File: config.mk
export PLATFORM = sky130hd
export DESIGN_NAME = ltc_threshold
export DESIGN_NICKNAME = d
export VERILOG_FILES = /design/src/ltc_pkg.sv /design/src/ltc_fault_counter.sv /design/src/ltc_threshold.sv
export SDC_FILE = /design/constraint.sdc
export NUM_CORES = 1
export LEC_CHECK = 0
export ABC_AREA = 1
export BUFFER_PORTS_ARGS = -buffer_cell sky130_fd_sc_hd__buf_2
export CORE_MARGIN = 3
export CORE_UTILIZATION = 60
export CTS_CLUSTER_DIAMETER = 50
export CTS_CLUSTER_SIZE = 30
export DETAILED_ROUTE_END_ITERATION = 10
export PLACE_DENSITY = 0.8
export SKIP_CTS_REPAIR_TIMING = 1
export SLEW_MARGIN = 20
export SYNTH_ARGS = -nofsm -noshare
export SYNTH_HDL_FRONTEND = slang
export SYNTH_HIERARCHICAL = 1
export SYNTH_SLANG_ARGS = --single-unit
File: constraint.sdc
create_clock -name ref_clk -period 2.83 [get_ports ref_clk]
set_clock_uncertainty 0.05 [all_clocks]
set_input_delay 0 -clock ref_clk [delete_from_list [all_inputs] [get_ports ref_clk]]
set_output_delay 0 -clock ref_clk [all_outputs]
set_load 0.01 [all_outputs]
File: src/ltc_pkg.sv
package ltc_pkg;
    // Register offsets
    localparam logic [7:0] LTC_OFF_RESULT = 8'h00;
    localparam logic [7:0] LTC_OFF_CONFIG = 8'h01;
    localparam logic [7:0] LTC_OFF_LOW = 8'h02;
    localparam logic [7:0] LTC_OFF_HIGH = 8'h03;
    // Configuration field positions
    localparam int LTC_CFG_RANGE_LSB = 12;
    localparam int LTC_CFG_HIGH_FLAG = 6;
    localparam int LTC_CFG_LOW_FLAG = 5;
    localparam int LTC_CFG_LATCH = 4;
    localparam int LTC_CFG_MASK = 2;
    localparam int LTC_CFG_FAULT_LSB = 0;
    // Limit and result field positions
    localparam int LTC_EXP_LSB = 12;
    localparam int LTC_MANT_W = 12;
    // Reset values and the automatic range code
    localparam logic [3:0] LTC_RANGE_RST = 4'hc;
    localparam logic [3:0] LTC_RANGE_AUTO = 4'hc;
    localparam logic LTC_MASK_RST = 1'b0;
    localparam logic [1:0] LTC_FAULT_RST = 2'h0;
    localparam logic [15:0] LTC_LOW_RST = 16'h0000;
    localparam logic [15:0] LTC_HIGH_RST = 16'hbfff;
    // Reserved bit that always reads as one
    localparam logic LTC_LATCH_VAL = 1'b1;
    // Width of a value brought to the common lux scale
    localparam int LTC_LUX_W = 27;
endpackage

File: src/ltc_fault_counter.sv
`timescale 1ns/10ps
module ltc_fault_counter
    import ltc_pkg::*;
#(
    parameter int CNT_W = 4
) (
    // Clock and reset
    input wire logic ref_clk,
    input wire logic rst_b,
    // Evaluation
    input wire logic eval,
    input wire logic violate,
    input wire logic [1:0] fault_count_sel,
    // Result
    output logic flag
);
    // A count of eight must fit, with room for the compare
    if (CNT_W < 4) begin : g_cnt_w_check
        $error("ltc_fault_counter: CNT_W must be at least 4");
    end

    logic [CNT_W-1:0] cnt_reg;
    logic [CNT_W-1:0] cnt_next;
    logic flag_reg;
    logic flag_next;
    logic [CNT_W-1:0] need;

    always_comb begin
        need = CNT_W'(1) << fault_count_sel;
        cnt_next = cnt_reg;
        flag_next = flag_reg;
        if (eval) begin
            if (violate) begin
                if (cnt_reg < need) begin
                    cnt_next = cnt_reg + CNT_W'(1);
                end
                flag_next = (cnt_reg + CNT_W'(1)) >= need;
            end else begin
                cnt_next = '0;
                flag_next = 1'b0;
            end
        end
    end

    always_ff @(posedge ref_clk or negedge rst_b) begin
        if (!rst_b) begin
            cnt_reg <= '0;
            flag_reg <= 1'b0;
        end else begin
            cnt_reg <= cnt_next;
            flag_reg <= flag_next;
        end
    end

    assign flag = flag_reg;
endmodule

File: src/ltc_threshold.sv
// Notes on behaviour
// - Masked manual range reports result exponent zero
// - Masking touches result register only, not comparisons
// - Mask bit config bit 2, resets 0
// - Fault code 00/01/10/11 needs 1/2/4/8 faults
// - Fault field config bits 1:0, resets 00
// - Low limit at 02h: exponent 15:12, mantissa 11:0
// - Low limit resets to exponent 0, mantissa 000
// - Low mantissa is unsigned straight binary
// - Low lux equals 0.01 times 2^exp times mantissa
// - Exponents 0..11 double full scale and LSB
// - Result and limits compared on common lux scale
// - Low flag after enough consecutive below-limit results
// - High flag after enough consecutive above-limit results
// - High comparison ignores mask bit
// - Range 1100b automatic, below is manual
`timescale 1ns/10ps
module ltc_threshold
    import ltc_pkg::*;
(
    // Clock and reset
    input wire logic ref_clk,
    input wire logic rst_b,
    // Register access
    input wire logic [7:0] reg_addr,
    input wire logic [15:0] reg_wdata,
    input wire logic reg_wr,
    input wire logic reg_rd,
    output logic [15:0] reg_rdata,
    // Conversion results
    input wire logic conv_done,
    input wire logic [3:0] conv_exp,
    input wire logic [11:0] conv_mant,
    // Status and control to the conversion engine
    output logic [3:0] range_select,
    output logic above_limit_flag,
    output logic below_limit_flag
);
    // Common lux scale in units of 0.01 lux: mantissa shifted by exponent
    function automatic logic [LTC_LUX_W-1:0] to_lux(input logic [3:0] e,
                                                    input logic [11:0] m);
        to_lux = LTC_LUX_W'(m) << e;
    endfunction

    logic [3:0] range_reg;
    logic [3:0] range_next;
    logic mask_reg;
    logic mask_next;
    logic [1:0] fault_sel_reg;
    logic [1:0] fault_sel_next;
    logic [15:0] low_reg;
    logic [15:0] low_next;
    logic [15:0] high_reg;
    logic [15:0] high_next;
    logic [15:0] result_reg;
    logic [15:0] result_next;
    logic [15:0] rdata_reg;
    logic [15:0] rdata_next;
    logic [3:0] range_out_reg;
    logic above_reg;
    logic below_reg;
    logic eval_reg;
    logic eval_next;
    logic viol_hi_reg;
    logic viol_hi_next;
    logic viol_lo_reg;
    logic viol_lo_next;
    logic [LTC_LUX_W-1:0] lux_res;
    logic above_flag;
    logic below_flag;
    logic manual_masked;
    logic [15:0] result_view;
    logic [15:0] cfg_view;

    // Registers and comparison pipeline
    always_comb begin
        range_next = range_reg;
        mask_next = mask_reg;
        fault_sel_next = fault_sel_reg;
        low_next = low_reg;
        high_next = high_reg;
        result_next = result_reg;
        if (reg_wr) begin
            case (reg_addr)
                LTC_OFF_CONFIG: begin
                    range_next = reg_wdata[LTC_CFG_RANGE_LSB +: 4];
                    mask_next = reg_wdata[LTC_CFG_MASK];
                    fault_sel_next = reg_wdata[LTC_CFG_FAULT_LSB +: 2];
                end
                LTC_OFF_LOW: begin
                    low_next = reg_wdata;
                end
                LTC_OFF_HIGH: begin
                    high_next = reg_wdata;
                end
                default: begin
                end
            endcase
        end
        // Unmasked measurement is stored; masking is applied on read only
        lux_res = to_lux(conv_exp, conv_mant);
        eval_next = conv_done;
        viol_hi_next = viol_hi_reg;
        viol_lo_next = viol_lo_reg;
        if (conv_done) begin
            result_next = {conv_exp, conv_mant};
            viol_lo_next = lux_res < to_lux(low_reg[LTC_EXP_LSB +: 4],
                                            low_reg[LTC_MANT_W-1:0]);
            viol_hi_next = lux_res > to_lux(high_reg[LTC_EXP_LSB +: 4],
                                            high_reg[LTC_MANT_W-1:0]);
        end
    end

    always_ff @(posedge ref_clk or negedge rst_b) begin
        if (!rst_b) begin
            range_reg <= LTC_RANGE_RST;
            mask_reg <= LTC_MASK_RST;
            fault_sel_reg <= LTC_FAULT_RST;
            low_reg <= LTC_LOW_RST;
            high_reg <= LTC_HIGH_RST;
            result_reg <= '0;
            eval_reg <= 1'b0;
            viol_hi_reg <= 1'b0;
            viol_lo_reg <= 1'b0;
        end else begin
            range_reg <= range_next;
            mask_reg <= mask_next;
            fault_sel_reg <= fault_sel_next;
            low_reg <= low_next;
            high_reg <= high_next;
            result_reg <= result_next;
            eval_reg <= eval_next;
            viol_hi_reg <= viol_hi_next;
            viol_lo_reg <= viol_lo_next;
        end
    end

    // One counter per limit, evaluated once per completed conversion
    ltc_fault_counter #(
        .CNT_W(4)
    ) u_high_count (
        .ref_clk(ref_clk),
        .rst_b(rst_b),
        .eval(eval_reg),
        .violate(viol_hi_reg),
        .fault_count_sel(fault_sel_reg),
        .flag(above_flag)
    );

    ltc_fault_counter #(
        .CNT_W(4)
    ) u_low_count (
        .ref_clk(ref_clk),
        .rst_b(rst_b),
        .eval(eval_reg),
        .violate(viol_lo_reg),
        .fault_count_sel(fault_sel_reg),
        .flag(below_flag)
    );

    // Read path
    always_comb begin
        manual_masked = mask_reg && (range_reg < LTC_RANGE_AUTO);
        result_view = result_reg;
        if (manual_masked) begin
            result_view[LTC_EXP_LSB +: 4] = 4'h0;
        end
        cfg_view = '0;
        cfg_view[LTC_CFG_RANGE_LSB +: 4] = range_reg;
        cfg_view[LTC_CFG_HIGH_FLAG] = above_flag;
        cfg_view[LTC_CFG_LOW_FLAG] = below_flag;
        cfg_view[LTC_CFG_LATCH] = LTC_LATCH_VAL;
        cfg_view[LTC_CFG_MASK] = mask_reg;
        cfg_view[LTC_CFG_FAULT_LSB +: 2] = fault_sel_reg;
        rdata_next = rdata_reg;
        if (reg_rd) begin
            case (reg_addr)
                LTC_OFF_RESULT: rdata_next = result_view;
                LTC_OFF_CONFIG: rdata_next = cfg_view;
                LTC_OFF_LOW: rdata_next = low_reg;
                LTC_OFF_HIGH: rdata_next = high_reg;
                default: rdata_next = '0;
            endcase
        end
    end

    always_ff @(posedge ref_clk or negedge rst_b) begin
        if (!rst_b) begin
            rdata_reg <= '0;
            range_out_reg <= LTC_RANGE_RST;
            above_reg <= 1'b0;
            below_reg <= 1'b0;
        end else begin
            rdata_reg <= rdata_next;
            range_out_reg <= range_next;
            above_reg <= above_flag;
            below_reg <= below_flag;
        end
    end

    assign reg_rdata = rdata_reg;
    assign range_select = range_out_reg;
    assign above_limit_flag = above_reg;
    assign below_limit_flag = below_reg;
endmodule

==> impl_results.md <==
* Status: complete, no violations
* Rows at 39
* Peak supply drop at 0.425 mV
* Mean post-synth cell area at 7.01 um2
* Clock buffer depth at 2
* Crit path time final at 2.71 ns
* Worst r2r src: low_reg[12]
* Cells along the critical path: buf_4 > o21ai_0 > o21ai_0 > buf_4 > nor2_1 > nand2_1 > ha_1 > nand3_1 > or3_1 > a21oi_1 > nor3_1 > nand2_1 > nand2_1
* Largest net degree at the start of global routing at just under 60
* Core footprint at 11700 um2
* Residual DRC at 0
* Placement Cell Area at slightly below 8000 um2
* GRT Util Overall at about a third
* Area contributors post-synth: dfrtp_1, nand2_1, ha_1, o21ai_0, dfstp_2
* Mapped Cells at 1043
* Crit path kind: reg -> reg
* RSZ-0062 raised after global routing: yes
* Asr flop ratio synth at between 90% and 100%
* Total congestion overflow at 0
* R2r endpoint: viol_lo_reg
* CTS tree: yes
* TritonRoute pass-1 iters at 8
* Path length in cells of the critical path at 13
* Starting density of the core at 62.7%
* Actual slew at the worst max-slew pin at about 0.96 ns
* Number of vias per cell at 5.93
* Fin nets at about 1300
* Area Growth Syn to Fin at 18.4%
* Final instance area at slightly below 9000 um2
* Fill count at 924
* R2R setup slack at 0.12 ns
* Fmax at about 370 MHz
* H-Tree Depth at 3
* Slowest cell on crit path: dfrtp_2
* LEAKAGE at between 4 and 5 nW
* Nature of the critical path endpoint: flip-flop
* Most used DFF post-synth: dfrtp_1
* Most frequent cells in the layout: nand2_1, o21ai_0, inv_1, dfrtp_1, ha_1
* WP buf/inv at 2
* Root buf cell: clkbuf_16
* CP max stage delay at approximately 0.45 ns
* Final Util at between 70% and 80%
* Layout cells sized above 1 at 20.6%
* Fin. Hold Viols at 0
* Period utilization at a little over nine tenths
* Worst hold slack at between 0.005 and 0.006 ns
* Worst-Skew Late Latency at about 0.35 ns
* Relative slew slack at 35.5%
* Vias at 7668
* Synth unique cells at between 50 and 60
* Most common cell after layout, fill and taps aside: nand2_1
* Cell Area, Synth at ~7300 um2
* First-pass GRT wire length at between 30000 and 40000 um
* Post-DP HPWL at around 17000 um
* MaxCap Viol Count at 0
* Setup crit end: viol_lo_reg
* Die X-Extent at between 100 and 150 um
* Worst setup SP type: flip-flop
* Yosys synthesis warning count at 6
* Clk sink count at between 80 and 90
* Worst-path fanout max at 6
* Clock transition at path regs at approximately 0.070 ns
* Synth area leader: dfrtp_1
* Pwr/cell area at about 440 nW/um2
* Synth top area share at between 20% and 30%
* Die height at approximately 120 um
* Worst Setup SP: low_reg[12]
* Initial antenna violation count at 0
* Register area at between 2000 and 2500 um2
* Post-DR wirelength/cell at about 17 um
* I/O pin total at 67
* Hold WC Path Type: in -> reg
* Arrival time at the worst endpoint at 2.91 ns
* Detailed Route Iter0 Violations at 988
* Area of the multi-input gates at ~4700 um2
* WP data required at a little over 3 ns
* Antenna cell count at 0
* Final setup margin at around 0.12 ns
* Input/output buffers at 66
* Vias in the first global route at approximately 6700
* CTS Buf Count at 9
* WL final at approximately 22000 um
* Place WS at around 0.0055 ns
* Family with the most delay on the worst path: simple AND/OR/NAND/NOR gates
* Setup violators final at 0
* EDFF count, synth at 0
* DIE AREA at ~14000 um2
* Gpl congestion at 0.983
* ANT nets after route at 0
* Sequential share of the synthesized area at 29.7%
* Fin. max-slew vios at 0
* Power, Total at between 3 and 4 mW
* Most used cell along the critical path: nand2_1
* Post-Syn Nets at approximately 1200
* Synth Register Bits at 86
* R2r worst-path depth at 13
[kinds of logic after synthesis]
| family | Yosys count | share of synthesized area [%] |
|---|---|---|
| adders and majority gates | 68 | 11.6 |
| AOI/OAI and AO/OA | 242 | 18.2 |
| muxes | 7 | 0.958 |
| buffers and inverters | 140 | 8.35 |
| and+or+nand+nor | 496 | 30.5 |
| DFF | 86 | 29.7 |
| xor gates and xnor gates | 4 | 0.684 |
[where the power goes]
| part | switching [mW] | leakage, nW | internal, mW |
|---|---|---|---|
| Sequential | 0.113 | 1.09 | 1.34 |
| Clock | 0.509 | 0.147 | 0.685 |
| Combinational | 0.736 | 3.05 | 0.462 |
| Total | 1.36 | 4.29 | 2.49 |
[cell type report]
| cell class | count | area share, % |
|---|---|---|
| Clock buffer | 10 | 2.64 |
| Sequential cell | 86 | 25.1 |
| Timing Repair Buffer | 139 | 11.1 |
| Tap cell | 143 | 2.07 |
| Inverter | 91 | 4.12 |
| Clock inverter | 6 | 0.722 |
| Multi-Input combinational cell | 817 | 54.2 |
[metrics by stage]
stage                     TNS (ns)  cells
after global routing       -0.0685   1292
after global placement           0   1239
after CTS                  -0.0142   1255
after detailed placement         0   1239
final                            0   1292
after floorplan                  0   1043
[worst register-to-register path: cells and delay by family (launching register included)]
kind	cells	cell delay, ns
flip-flops	1	0.45
buffers and inverters	2	0.33
AND/OR/NAND/NOR	7	0.96
AO/OA/AOI/OAI	3	0.55
adder cells (fa/ha/maj)	1	0.28
[worst min path at each step]
stage               startpoint                 endpoint  slack [ns]  cells after the start
finish               conv_done           result_reg[11]       0.005                      3
floorplan                rst_b         above_limit_flag       -0.35                      0
detailed placement       rst_b  u_high_count/cnt_reg[1]        0.04                      1
global route         conv_done           result_reg[10]        0.01                      3
global placement         rst_b  u_high_count/cnt_reg[2]        0.04                      1
CTS                      rst_b  u_high_count/cnt_reg[1]       -0.33                      1
[synthesized netlist by cell type, types with 4 or more instances]
cell type and count:
a21oi_1 31, buf_6 4, nand2_2 13, nand3_4 6
buf_2 11, dfstp_2 17, o21ai_0 157, o21ai_1 13
clkbuf_1 28, nor3_1 5, a211oi_1 4, dfrtp_1 69
inv_1 78, nand2_4 6, nand2_1 341, or2_2 7
o22ai_1 7, nand4_1 8, a221oi_1 8, nor2_1 42
inv_2 8, ha_1 68, nand3_2 4, nand3_1 52
mux2i_1 7, a31oi_1 6
[per-layer routing]
layer	track usage, %	part of all wire [%]	vias up
met5	0	0	-
met1	46.6	44	3580
met4	7.66	2.4	0
met3	5.18	7.6	47
li1	-	-	3685
met2	51.8	46	356
No activity file was read; power rests on OpenSTA's default activity.
